<file path="src/fpm_defs.svh">
`ifndef FPM_DEFS_SVH
`define FPM_DEFS_SVH

// ==================================================
// Reset values of the settings
`define FPM_RST_RATED_I 20'h00020
`define FPM_RST_SHUNT_MV 12'h100
`define FPM_RST_RATED_V 16'h0000
`define FPM_RST_PASS 16'h0000
`define FPM_RST_LAMP 3'h5
`define FPM_RST_DATE 24'h000101
`define FPM_RST_TIME 24'h000000

// ==================================================
// Accepted ranges, packed decimal digits
`define FPM_RATED_I_MIN 20'h00020
`define FPM_RATED_I_MAX 20'h50000
`define FPM_SHUNT_MIN 12'h050
`define FPM_SHUNT_MAX 12'h100
`define FPM_MONTH_MIN 8'h01
`define FPM_MONTH_MAX 8'h12
`define FPM_DAY_MIN 8'h01
`define FPM_DAY_MAX 8'h31
`define FPM_HOUR_MAX 8'h23
`define FPM_LAMP_MIN 3'h1
`define FPM_LAMP_MAX 3'h5

// ==================================================
// Digit counts of the edited screens, and the clear count that means yes
`define FPM_DIG_RATED_I 3'h5
`define FPM_DIG_SHUNT 3'h3
`define FPM_DIG_RATED_V 3'h4
`define FPM_DIG_PASS 3'h4
`define FPM_DIG_CLOCK 3'h6
`define FPM_CLR_YES 2'h2

// ==================================================
// Key synchroniser depth
`define FPM_SYNC_STAGES 2

`endif

</file>
<file path="src/fpm_pkg.sv">
package fpm_pkg;

  // ==================================================
  // Menu screens
  typedef enum logic [13:0] {
    SCR_METER    = 14'h0001,
    SCR_PASS_IN  = 14'h0002,
    SCR_RATED_I  = 14'h0004,
    SCR_SHUNT    = 14'h0008,
    SCR_I_RANGE  = 14'h0010,
    SCR_RATED_V  = 14'h0020,
    SCR_V_RANGE  = 14'h0040,
    SCR_E_CLR    = 14'h0080,
    SCR_AH_CLR   = 14'h0100,
    SCR_CNT_CLR  = 14'h0200,
    SCR_LAMP     = 14'h0400,
    SCR_DATE     = 14'h0800,
    SCR_TIME     = 14'h1000,
    SCR_PASS_SET = 14'h2000
  } fpm_screen_t;

  // ==================================================
  // Stored settings
  typedef struct packed {
    logic [19:0] rated_i;
    logic [11:0] shunt_mv;
    logic i_range;
    logic [15:0] rated_v;
    logic v_range;
    logic [2:0] lamp;
    logic [23:0] date;
    logic [23:0] time_of_day;
    logic [15:0] pass;
  } fpm_cfg_t;

  // ==================================================
  // One-cycle event pulses
  typedef struct packed {
    logic energy_clr;
    logic charge_clr;
    logic count_clr;
    logic pass_fail;
    logic date_load;
    logic time_load;
  } fpm_pulse_t;

  // ==================================================
  // Whole state of the menu controller
  typedef struct packed {
    fpm_screen_t screen;
    logic set_icon;
    logic edit;
    logic [2:0] cursor;
    logic [23:0] ebuf;
    logic [15:0] entry;
    logic [1:0] clr_cnt;
    logic [2:0] lamp_sel;
    logic sel;
    fpm_cfg_t cfg;
    fpm_pulse_t pulse;
    logic inc_prev;
    logic adv_prev;
    logic combo_seen;
  } fpm_state_t;

endpackage

</file>
<file path="src/fpm_key_sync.sv">
`timescale 1ns/1ns
`include "fpm_defs.svh"

module fpm_key_sync #(
  parameter int STAGES = `FPM_SYNC_STAGES
) (
  // Clock and reset
  input wire logic clk,
  input wire logic rst_n,
  // Raw pin and synchronised level
  input wire logic key_pin,
  output logic key_sync
);

  // ==================================================
  // Parameter check
  if (STAGES < 2) begin
    $error("fpm_key_sync: STAGES must be at least 2");
  end

  // ==================================================
  // Shift chain, only the last stage is read
  typedef struct packed {
    logic [STAGES-1:0] chain;
  } fpm_sync_t;

  fpm_sync_t st_q;
  fpm_sync_t st_d;

  always_comb begin
    st_d = st_q;
    st_d.chain = {st_q.chain[STAGES-2:0], key_pin};
  end

  always_ff @(posedge clk) begin
    if (!rst_n) begin
      st_q <= '0;
    end else begin
      st_q <= st_d;
    end
  end

  assign key_sync = st_q.chain[STAGES-1];

endmodule

</file>
<file path="src/fpm_menu.sv">
`timescale 1ns/1ns
`include "fpm_defs.svh"

module fpm_menu (
  // Clock and reset
  input wire logic clk,
  input wire logic rst_n,
  // Front-panel keys, raw pins, high while pressed
  input wire logic inc_key,
  input wire logic adv_key,
  // Wiring straps
  input wire logic indirect_current,
  input wire logic hall_current,
  // Display state
  output fpm_pkg::fpm_screen_t screen,
  output logic set_icon,
  output logic edit_active,
  output logic [2:0] cursor,
  output logic [23:0] edit_digits,
  output logic [1:0] clear_count,
  output logic [2:0] lamp_sel,
  output logic range_sel,
  // Settings and events
  output fpm_pkg::fpm_cfg_t cfg,
  output fpm_pkg::fpm_pulse_t pulse
);

  logic inc_s;
  logic adv_s;
  logic ind_s;
  logic hall_s;
  logic ev_combo;
  logic ev_inc;
  logic ev_adv;
  fpm_pkg::fpm_state_t st_q;
  fpm_pkg::fpm_state_t st_d;

  // ==================================================
  // Pin synchronisers
  fpm_key_sync u_sync_inc (.clk(clk), .rst_n(rst_n), .key_pin(inc_key), .key_sync(inc_s));
  fpm_key_sync u_sync_adv (.clk(clk), .rst_n(rst_n), .key_pin(adv_key), .key_sync(adv_s));
  fpm_key_sync u_sync_ind (.clk(clk), .rst_n(rst_n), .key_pin(indirect_current), .key_sync(ind_s));
  fpm_key_sync u_sync_hall (.clk(clk), .rst_n(rst_n), .key_pin(hall_current), .key_sync(hall_s));

  // ==================================================
  // Key events: chord on press, single keys on release
  assign ev_combo = inc_s && adv_s && !st_q.combo_seen;
  assign ev_inc = st_q.inc_prev && !inc_s && !adv_s && !st_q.combo_seen;
  assign ev_adv = st_q.adv_prev && !adv_s && !inc_s && !st_q.combo_seen;

  // ==================================================
  // Screen tables
  function automatic logic [2:0] ndig(input fpm_pkg::fpm_screen_t s);
    case (s)
      fpm_pkg::SCR_RATED_I: ndig = `FPM_DIG_RATED_I;
      fpm_pkg::SCR_SHUNT: ndig = `FPM_DIG_SHUNT;
      fpm_pkg::SCR_RATED_V: ndig = `FPM_DIG_RATED_V;
      fpm_pkg::SCR_DATE: ndig = `FPM_DIG_CLOCK;
      fpm_pkg::SCR_TIME: ndig = `FPM_DIG_CLOCK;
      fpm_pkg::SCR_PASS_IN: ndig = `FPM_DIG_PASS;
      fpm_pkg::SCR_PASS_SET: ndig = `FPM_DIG_PASS;
      default: ndig = 3'h0;
    endcase
  endfunction

  function automatic logic [3:0] dig_max(input fpm_pkg::fpm_screen_t s, input logic [2:0] p);
    dig_max = 4'h9;
    case (s)
      fpm_pkg::SCR_RATED_I: if (p == 3'h4) dig_max = 4'h5;
      fpm_pkg::SCR_SHUNT: if (p == 3'h2) dig_max = 4'h1;
      fpm_pkg::SCR_RATED_V: if (p == 3'h3) dig_max = 4'h3;
      fpm_pkg::SCR_DATE: begin
        if (p == 3'h3) dig_max = 4'h1;
        if (p == 3'h1) dig_max = 4'h3;
      end
      fpm_pkg::SCR_TIME: begin
        if (p == 3'h5) dig_max = 4'h2;
        if (p == 3'h3 || p == 3'h1) dig_max = 4'h5;
      end
      default: dig_max = 4'h9;
    endcase
  endfunction

  function automatic logic [23:0] load(input fpm_pkg::fpm_state_t q, input fpm_pkg::fpm_screen_t s);
    case (s)
      fpm_pkg::SCR_RATED_I: load = {4'h0, q.cfg.rated_i};
      fpm_pkg::SCR_SHUNT: load = {12'h000, q.cfg.shunt_mv};
      fpm_pkg::SCR_RATED_V: load = {8'h00, q.cfg.rated_v};
      fpm_pkg::SCR_DATE: load = q.cfg.date;
      fpm_pkg::SCR_TIME: load = q.cfg.time_of_day;
      fpm_pkg::SCR_PASS_IN: load = {8'h00, q.entry};
      fpm_pkg::SCR_PASS_SET: load = {8'h00, q.cfg.pass};
      default: load = 24'h000000;
    endcase
  endfunction

  function automatic logic valid(input fpm_pkg::fpm_screen_t s, input logic [23:0] b);
    case (s)
      fpm_pkg::SCR_RATED_I: valid = b[19:0] >= `FPM_RATED_I_MIN && b[19:0] <= `FPM_RATED_I_MAX;
      fpm_pkg::SCR_SHUNT: valid = b[11:0] >= `FPM_SHUNT_MIN && b[11:0] <= `FPM_SHUNT_MAX;
      fpm_pkg::SCR_DATE: valid = b[15:8] >= `FPM_MONTH_MIN && b[15:8] <= `FPM_MONTH_MAX
                                 && b[7:0] >= `FPM_DAY_MIN && b[7:0] <= `FPM_DAY_MAX;
      fpm_pkg::SCR_TIME: valid = b[23:16] <= `FPM_HOUR_MAX;
      default: valid = 1'b1;
    endcase
  endfunction

  function automatic fpm_pkg::fpm_screen_t first_menu(input logic ind);
    first_menu = ind ? fpm_pkg::SCR_RATED_I : fpm_pkg::SCR_RATED_V;
  endfunction

  function automatic fpm_pkg::fpm_screen_t nxt(input fpm_pkg::fpm_screen_t s, input logic ind, input logic hall);
    unique case (s)
      fpm_pkg::SCR_METER: nxt = fpm_pkg::SCR_METER;
      fpm_pkg::SCR_PASS_IN: nxt = first_menu(ind);
      fpm_pkg::SCR_RATED_I: nxt = hall ? fpm_pkg::SCR_I_RANGE : fpm_pkg::SCR_SHUNT;
      fpm_pkg::SCR_SHUNT: nxt = fpm_pkg::SCR_RATED_V;
      fpm_pkg::SCR_I_RANGE: nxt = fpm_pkg::SCR_RATED_V;
      fpm_pkg::SCR_RATED_V: nxt = fpm_pkg::SCR_V_RANGE;
      fpm_pkg::SCR_V_RANGE: nxt = fpm_pkg::SCR_E_CLR;
      fpm_pkg::SCR_E_CLR: nxt = fpm_pkg::SCR_AH_CLR;
      fpm_pkg::SCR_AH_CLR: nxt = fpm_pkg::SCR_CNT_CLR;
      fpm_pkg::SCR_CNT_CLR: nxt = fpm_pkg::SCR_LAMP;
      fpm_pkg::SCR_LAMP: nxt = fpm_pkg::SCR_DATE;
      fpm_pkg::SCR_DATE: nxt = fpm_pkg::SCR_TIME;
      fpm_pkg::SCR_TIME: nxt = fpm_pkg::SCR_PASS_SET;
      fpm_pkg::SCR_PASS_SET: nxt = first_menu(ind);
      default: nxt = fpm_pkg::SCR_METER;
    endcase
  endfunction

  // ==================================================
  // Next state
  always_comb begin
    logic [3:0] dig;
    logic [3:0] dmax;
    dig = st_q.ebuf[st_q.cursor*4 +: 4];
    dmax = dig_max(st_q.screen, st_q.cursor);
    st_d = st_q;
    st_d.pulse = '0;
    st_d.inc_prev = inc_s;
    st_d.adv_prev = adv_s;
    if (inc_s && adv_s) begin
      st_d.combo_seen = 1'b1;
    end else if (!inc_s && !adv_s) begin
      st_d.combo_seen = 1'b0;
    end
    if (ev_combo) begin
      st_d.edit = 1'b0;
      st_d.clr_cnt = 2'h0;
      if (st_q.screen == fpm_pkg::SCR_METER) begin
        st_d.screen = fpm_pkg::SCR_PASS_IN;
        st_d.set_icon = 1'b1;
        st_d.entry = 16'h0000;
      end else begin
        st_d.screen = fpm_pkg::SCR_METER;
        st_d.set_icon = 1'b0;
      end
    end else if (ev_inc && st_q.screen != fpm_pkg::SCR_METER) begin
      if (st_q.edit) begin
        st_d.ebuf[st_q.cursor*4 +: 4] = (dig >= dmax) ? 4'h0 : dig + 4'h1;
      end else begin
        case (st_q.screen)
          fpm_pkg::SCR_I_RANGE: st_d.sel = !st_q.sel;
          fpm_pkg::SCR_V_RANGE: st_d.sel = !st_q.sel;
          fpm_pkg::SCR_E_CLR,
          fpm_pkg::SCR_AH_CLR,
          fpm_pkg::SCR_CNT_CLR: st_d.clr_cnt = (st_q.clr_cnt == `FPM_CLR_YES) ? 2'h0 : st_q.clr_cnt + 2'h1;
          fpm_pkg::SCR_LAMP: st_d.lamp_sel = (st_q.lamp_sel >= `FPM_LAMP_MAX) ? `FPM_LAMP_MIN
                                             : st_q.lamp_sel + 3'h1;
          default: begin
            st_d.edit = 1'b1;
            st_d.cursor = ndig(st_q.screen) - 3'h1;
            st_d.ebuf = load(st_q, st_q.screen);
          end
        endcase
      end
    end else if (ev_adv && st_q.screen != fpm_pkg::SCR_METER) begin
      if (st_q.edit) begin
        if (st_q.cursor != 3'h0) begin
          st_d.cursor = st_q.cursor - 3'h1;
        end else begin
          st_d.edit = 1'b0;
          if (valid(st_q.screen, st_q.ebuf)) begin
            case (st_q.screen)
              fpm_pkg::SCR_PASS_IN: st_d.entry = st_q.ebuf[15:0];
              fpm_pkg::SCR_RATED_I: st_d.cfg.rated_i = st_q.ebuf[19:0];
              fpm_pkg::SCR_SHUNT: st_d.cfg.shunt_mv = st_q.ebuf[11:0];
              fpm_pkg::SCR_RATED_V: st_d.cfg.rated_v = st_q.ebuf[15:0];
              fpm_pkg::SCR_DATE: begin
                st_d.cfg.date = st_q.ebuf;
                st_d.pulse.date_load = 1'b1;
              end
              fpm_pkg::SCR_TIME: begin
                st_d.cfg.time_of_day = st_q.ebuf;
                st_d.pulse.time_load = 1'b1;
              end
              fpm_pkg::SCR_PASS_SET: st_d.cfg.pass = st_q.ebuf[15:0];
              default: st_d.cfg = st_q.cfg;
            endcase
          end
          if (st_q.screen == fpm_pkg::SCR_SHUNT) begin
            st_d.screen = nxt(st_q.screen, ind_s, hall_s);
          end
        end
      end else begin
        case (st_q.screen)
          fpm_pkg::SCR_I_RANGE: st_d.cfg.i_range = st_q.sel;
          fpm_pkg::SCR_V_RANGE: st_d.cfg.v_range = st_q.sel;
          fpm_pkg::SCR_E_CLR: st_d.pulse.energy_clr = st_q.clr_cnt == `FPM_CLR_YES;
          fpm_pkg::SCR_AH_CLR: st_d.pulse.charge_clr = st_q.clr_cnt == `FPM_CLR_YES;
          fpm_pkg::SCR_CNT_CLR: st_d.pulse.count_clr = st_q.clr_cnt == `FPM_CLR_YES;
          fpm_pkg::SCR_LAMP: st_d.cfg.lamp = st_q.lamp_sel;
          default: st_d.cfg = st_q.cfg;
        endcase
        if (st_q.screen == fpm_pkg::SCR_PASS_IN && st_q.entry != st_q.cfg.pass) begin
          st_d.screen = fpm_pkg::SCR_METER;
          st_d.set_icon = 1'b0;
          st_d.pulse.pass_fail = 1'b1;
        end else begin
          st_d.screen = nxt(st_q.screen, ind_s, hall_s);
        end
      end
      st_d.clr_cnt = 2'h0;
      st_d.lamp_sel = st_d.cfg.lamp;
      st_d.sel = (st_d.screen == fpm_pkg::SCR_V_RANGE) ? st_d.cfg.v_range : st_d.cfg.i_range;
    end
  end

  // ==================================================
  // State register
  always_ff @(posedge clk) begin
    if (!rst_n) begin
      st_q <= '0;
      st_q.screen <= fpm_pkg::SCR_METER;
      st_q.lamp_sel <= `FPM_RST_LAMP;
      st_q.cfg.rated_i <= `FPM_RST_RATED_I;
      st_q.cfg.shunt_mv <= `FPM_RST_SHUNT_MV;
      st_q.cfg.rated_v <= `FPM_RST_RATED_V;
      st_q.cfg.lamp <= `FPM_RST_LAMP;
      st_q.cfg.date <= `FPM_RST_DATE;
      st_q.cfg.time_of_day <= `FPM_RST_TIME;
      st_q.cfg.pass <= `FPM_RST_PASS;
    end else begin
      st_q <= st_d;
    end
  end

  // ==================================================
  // Outputs
  assign screen = st_q.screen;
  assign set_icon = st_q.set_icon;
  assign edit_active = st_q.edit;
  assign cursor = st_q.cursor;
  assign edit_digits = st_q.ebuf;
  assign clear_count = st_q.clr_cnt;
  assign lamp_sel = st_q.lamp_sel;
  assign range_sel = st_q.sel;
  assign cfg = st_q.cfg;
  assign pulse = st_q.pulse;

  // ==================================================
  // Checks
  logic [3:0] cur_dig;
  logic [3:0] cur_max;
  assign cur_dig = st_q.ebuf[st_q.cursor*4 +: 4];
  assign cur_max = dig_max(st_q.screen, st_q.cursor);

  AST_ENTER_SET: assert property (@(posedge clk) disable iff (!rst_n)
    ev_combo && st_q.screen == fpm_pkg::SCR_METER |=> st_q.screen == fpm_pkg::SCR_PASS_IN && st_q.set_icon)
    else $error("chord in metering did not open the passcode screen");

  AST_LEAVE_SET: assert property (@(posedge clk) disable iff (!rst_n)
    ev_combo && st_q.screen != fpm_pkg::SCR_METER |=> st_q.screen == fpm_pkg::SCR_METER && !st_q.set_icon)
    else $error("chord in setting mode did not return to metering");

  AST_DIGIT_STEP: assert property (@(posedge clk) disable iff (!rst_n)
    ev_inc && st_q.edit && st_q.screen != fpm_pkg::SCR_METER
    |=> cur_dig == (($past(cur_dig) >= $past(cur_max)) ? 4'h0 : $past(cur_dig) + 4'h1))
    else $error("flashing digit did not step or wrap");

  AST_CURSOR_MOVE: assert property (@(posedge clk) disable iff (!rst_n)
    ev_adv && st_q.edit && st_q.cursor != 3'h0 |=> st_q.edit && st_q.cursor == $past(st_q.cursor) - 3'h1)
    else $error("cursor did not move to the next digit");

  AST_LAST_COMMIT: assert property (@(posedge clk) disable iff (!rst_n)
    ev_adv && st_q.edit && st_q.cursor == 3'h0 && st_q.screen != fpm_pkg::SCR_METER |=> !st_q.edit)
    else $error("commit on last digit left the cursor flashing");

  AST_PASS_ADMIT: assert property (@(posedge clk) disable iff (!rst_n)
    ev_adv && !st_q.edit && st_q.screen == fpm_pkg::SCR_PASS_IN && st_q.entry == st_q.cfg.pass
    |=> st_q.screen == first_menu($past(ind_s)))
    else $error("matching passcode did not admit to the menu");

  AST_ENERGY_CLR: assert property (@(posedge clk) disable iff (!rst_n)
    ev_adv && !st_q.edit && st_q.screen == fpm_pkg::SCR_E_CLR |=> st_q.pulse.energy_clr == $past(st_q.clr_cnt == 2'h2)
    ##1 !st_q.pulse.energy_clr)
    else $error("energy clear pulse wrong");

  AST_LAMP_RANGE: assert property (@(posedge clk) disable iff (!rst_n)
    st_q.cfg.lamp >= 3'h1 && st_q.cfg.lamp <= 3'h5 && st_q.lamp_sel >= 3'h1 && st_q.lamp_sel <= 3'h5)
    else $error("backlight level out of range");

  AST_DATE_TIME: assert property (@(posedge clk) disable iff (!rst_n)
    ev_adv && !st_q.edit && st_q.screen == fpm_pkg::SCR_DATE |=> st_q.screen == fpm_pkg::SCR_TIME)
    else $error("advance after date did not reach time screen");

  AST_HOURS_24: assert property (@(posedge clk) disable iff (!rst_n)
    st_q.cfg.time_of_day[23:16] <= 8'h23)
    else $error("stored hours exceed 23");

  COV_ENTER: cover property (@(posedge clk) disable iff (!rst_n)
    ev_combo && st_q.screen == fpm_pkg::SCR_METER);
  COV_ADMIT: cover property (@(posedge clk) disable iff (!rst_n)
    st_q.screen == fpm_pkg::SCR_PASS_IN ##1 st_q.screen == fpm_pkg::SCR_RATED_I);
  COV_CLEAR: cover property (@(posedge clk) disable iff (!rst_n) st_q.pulse.energy_clr);
  COV_WRAP: cover property (@(posedge clk) disable iff (!rst_n) ev_inc && st_q.edit && cur_dig == cur_max);

endmodule

</file>
<file path="config.mk">
export PLATFORM = sky130hd
export DESIGN_NAME = fpm_menu
export DESIGN_NICKNAME = d
export VERILOG_FILES = /design/src/fpm_pkg.sv /design/src/fpm_key_sync.sv /design/src/fpm_menu.sv
export VERILOG_INCLUDE_DIRS = /design/src
export SDC_FILE = /design/constraint.sdc
export NUM_CORES = 1
export LEC_CHECK = 0
export BUFFER_PORTS_ARGS = -buffer_cell sky130_fd_sc_hd__buf_2
export CAP_MARGIN = 10
export CORE_ASPECT_RATIO = 1.25
export CORE_MARGIN = 2
export CORE_UTILIZATION = 35
export DETAILED_ROUTE_END_ITERATION = 16
export MAX_ROUTING_LAYER = met4
export PLACE_DENSITY = 0.58
export SLEW_MARGIN = 40
export SYNTH_ARGS = -nofsm -noshare
export SYNTH_HDL_FRONTEND = slang
export SYNTH_SLANG_ARGS = --single-unit
</file>
<file path="constraint.sdc">
create_clock -name clk -period 4.2 [get_ports clk]
set_clock_uncertainty 0.1 [all_clocks]
set_input_delay 1.26 -clock clk [delete_from_list [all_inputs] [get_ports clk]]
set_output_delay 1.26 -clock clk [all_outputs]
set_load 0.02 [all_outputs]
</file>
==> flow_summary.yaml <==
timing:
  fin_tns_setup_ps: 0
  fin_ws_ps: 546
  slew_headroom_pct: 42.7
  min_period_over_period_pct: 87.0
  maxSlewViolCount: 0
  min_period_ps: 3650
  hold_viol: 0
  fmax_ghz: 0.274
  hold_ws_ps: 338
  setup_viol: 0
  rsz0062_at_grt: "false"
  worst_pin_slew_ps: 853
clock_network:
  clk_pin_slew_ps: 70
  cts_setup_buffers: 0
  worstSkewPairLatency_ps: 460
  htreeDepth: 4
  clock-sinks: 199
  cts_buffers: 17
  cts_tree: "yes"
  post_cts_resized: 0
  cts-hold-fix-buffers: 0
  cts_root_buf: "clkbuf_16"
  cts_buffer_depth: 2
place:
  place.gp.congestion: 0.934
  hpwl_um: 28300
  place_inst: 1711
  pre_cts_slack_ps: 612
  place_area_sq_um: 11200
  portBuffers: 177
drt:
  drc_errors: 0
  postRouteWirelength_um: 39700
  postRouteAntennaNets: 0
  drt-wirelength-per-cell_um: 22.8
  drt_pass1_iterations: 6
  avgViaCountPerCell: 5.66
  drtIter0Drc: 1044
  route.vias.total: 9872
cells_and_area:
  fin_cells: 1743
  layout-drive-gt1-share_pct: 21.4
  fin_area_sq_um: 11800
  layout.nets: 1345
  n_fill_cell: 3220
  multi_input_area_sq_um: 5400
  syn2layout_area_growth_pct: 6.36
  diodes: 0
  ff_latch_area_sq_um: 3980
yosys:
  syn_avg_cell_area_sq_um: 8.23
  synth_seq_cells: 199
  synth-edff-count: 0
  netlist_area_sq_um: 11100
  synth_cell_types: 68
  synthFlopType: "dfxtp_1"
  syn_inst: 1347
  synth_nets: 1369
  yosys.area.top_type: "dfxtp_1"
  async_flop_share_pct: 0
  synth-seq-area-share_pct: 35.9
  yosysWarningCount: 0
  synthTopCellsByArea: "dfxtp_1 (36%), buf_4 (12%), nand2_1 (7.7%), mux2i_1 (7.1%), a21oi_1 (4.6%)"
  netlist.area_leader.share_pct: 35.9
critical_path:
  crit_start: "screen[4]"
  cp-end-kind: "register"
  critPathLaunchType: "register"
  crit_fanout: 12
  crit_arrival_ps: 3930
  timing.rr.start: "screen[4]"
  crit_type: "reg2reg"
  crit_required_ps: 4480
  ff2ff_path_depth: 13
floorplanning:
  die_h_um: 203
  die_x_um: 163
  num_rows: 72
  coreArea_sq_um: 31100
  die_area_sq_um: 33100
  start_util_pct: 35.7
  ios: 178
worst_hold_path:
  hold_class: "reg2reg"
  worstHoldStart: "u_sync_inc.st_q[0]"
  min_path_cells: 1
global_route:
  grt_pass1_wl_um: 58500
  grt_max_degree: 131
  grt_antenna_before_repair: 0
  grt-ovfl-total: 0
  grt_pass1_vias: 9326
  grt.total_usage_pct: 24.2
power_and_ir_drop:
  ir_drop_v: 0.000204
  power_leakage_nw: 4.57
  power-per-cell-area_nw_per_um2: 313
flow_run:
  maxCapViolCount: 0
outcome:
  status: "completed"
-- cells in the final DEF, fill, tap and decap left out, types with 8 or more instances in the layout --
cell type and count:
nand2_1 226, a21oi_1 102, buf_2 176, a222oi_1 30
a22oi_1 16, ha_1 16, and2_1 15, xor2_1 22
nor2_1 70, nand3_1 38, nor2b_1 8, nor4_1 12
nor3b_1 9, mux2i_1 79, dfxtp_1 199, o21ai_0 38
nand2b_1 10, clkbuf_16 17, nand4_1 9, buf_4 41
inv_1 16, a31oi_1 28, nor3_1 21
-- through the flow --
step | util, % | total power [mW]
after global routing | 37.9 | 3.78
after global placement | 35.9 | 2.00
after detailed placement | 35.9 | 2.00
final | 37.9 | 3.69
after floorplan | - | 1.98
after CTS | 37.9 | 3.71
-- per-layer routing --
metal	track usage, %	vias up	wire length (um)
met1	28.4	4796	15800
met4	13.0	0	2050
li1	-	4521	-
met3	3.33	107	2340
met5	-	-	0
met2	39.9	448	19500
-- sequential cells by signal, summed over array words and instances (netlist names) --
register,flops
cfg,117
clear_count,2
cursor,3
edit_active,1
edit_digits,24
lamp_sel,3
pulse,6
range_sel,1
screen,14
set_icon,1
st_q,19
u_sync_adv.st_q,2
u_sync_hall.st_q,2
u_sync_inc.st_q,2
u_sync_ind.st_q,2
-- final timing paths --
kind / end / slack, ps
setup reg to reg: edit_digits[20] / 550
setup / recovery: edit_digits[20] / 550
hold reg to reg: u_sync_inc.st_q[1] / 340
hold / removal: u_sync_inc.st_q[1] / 340
-- area by class of cell --
type / count / area share [%]
clock inverters: 13 / 1.33
clock buffers: 19 / 3.76
well taps: 407 / 4.32
flip-flops and latches: 199 / 33.8
inverters: 17 / 0.541
multi-input cells: 869 / 45.8
repair buffers: 219 / 10.4
-- cell usage after synthesis (all sizes together), types with 6 or more instances --
master	instances
nor2b	8
clkbuf	66
a222oi	30
ha	16
and3	6
nand4	9
xor2	22
o21ai	39
a21oi	102
a211oi	8
nor3b	12
a22oi	16
nor4	17
nand3	39
nor3	28
nand2b	10
and2	16
mux2i	79
inv	17
nor4b	6
nand2	226
buf	196
or3	6
a21o	6
dfxtp	199
a31oi	28
nor2	71
-- kinds of logic (layout without fill, tap and decap cells) --
family	count (synthesis)	count (layout)	share of synthesized area, %
buf+inv	279	268	15.7
mux	83	83	7.85
xor+xnor	23	23	1.82
flops	199	199	35.9
fa+ha+maj	16	16	1.81
compound gates	271	271	16.1
simple gates	476	476	20.8
-- worst max-delay path, cell delays in order, from the launching register on --
cell,delay (ps)
dfxtp_1,410
or4_1,660
nor3_4,260
and3_1,230
a22oi_1,100
o21a_1,190
ha_1,260
a21o_1,150
a21o_1,160
a21oi_1,140
buf_4,210
and2_1,340
a21oi_1,120
a211oi_1,230
-- power by group --
group | total, mW | switching (mW) | internal (mW)
Clock | 1.74 | 0.823 | 0.915
Combinational | 0.0607 | 0.0475 | 0.0132
Sequential | 1.89 | 0.00324 | 1.89
Total | 3.69 | 0.873 | 2.82
Note: power is estimated with default switching activity, not from simulation.
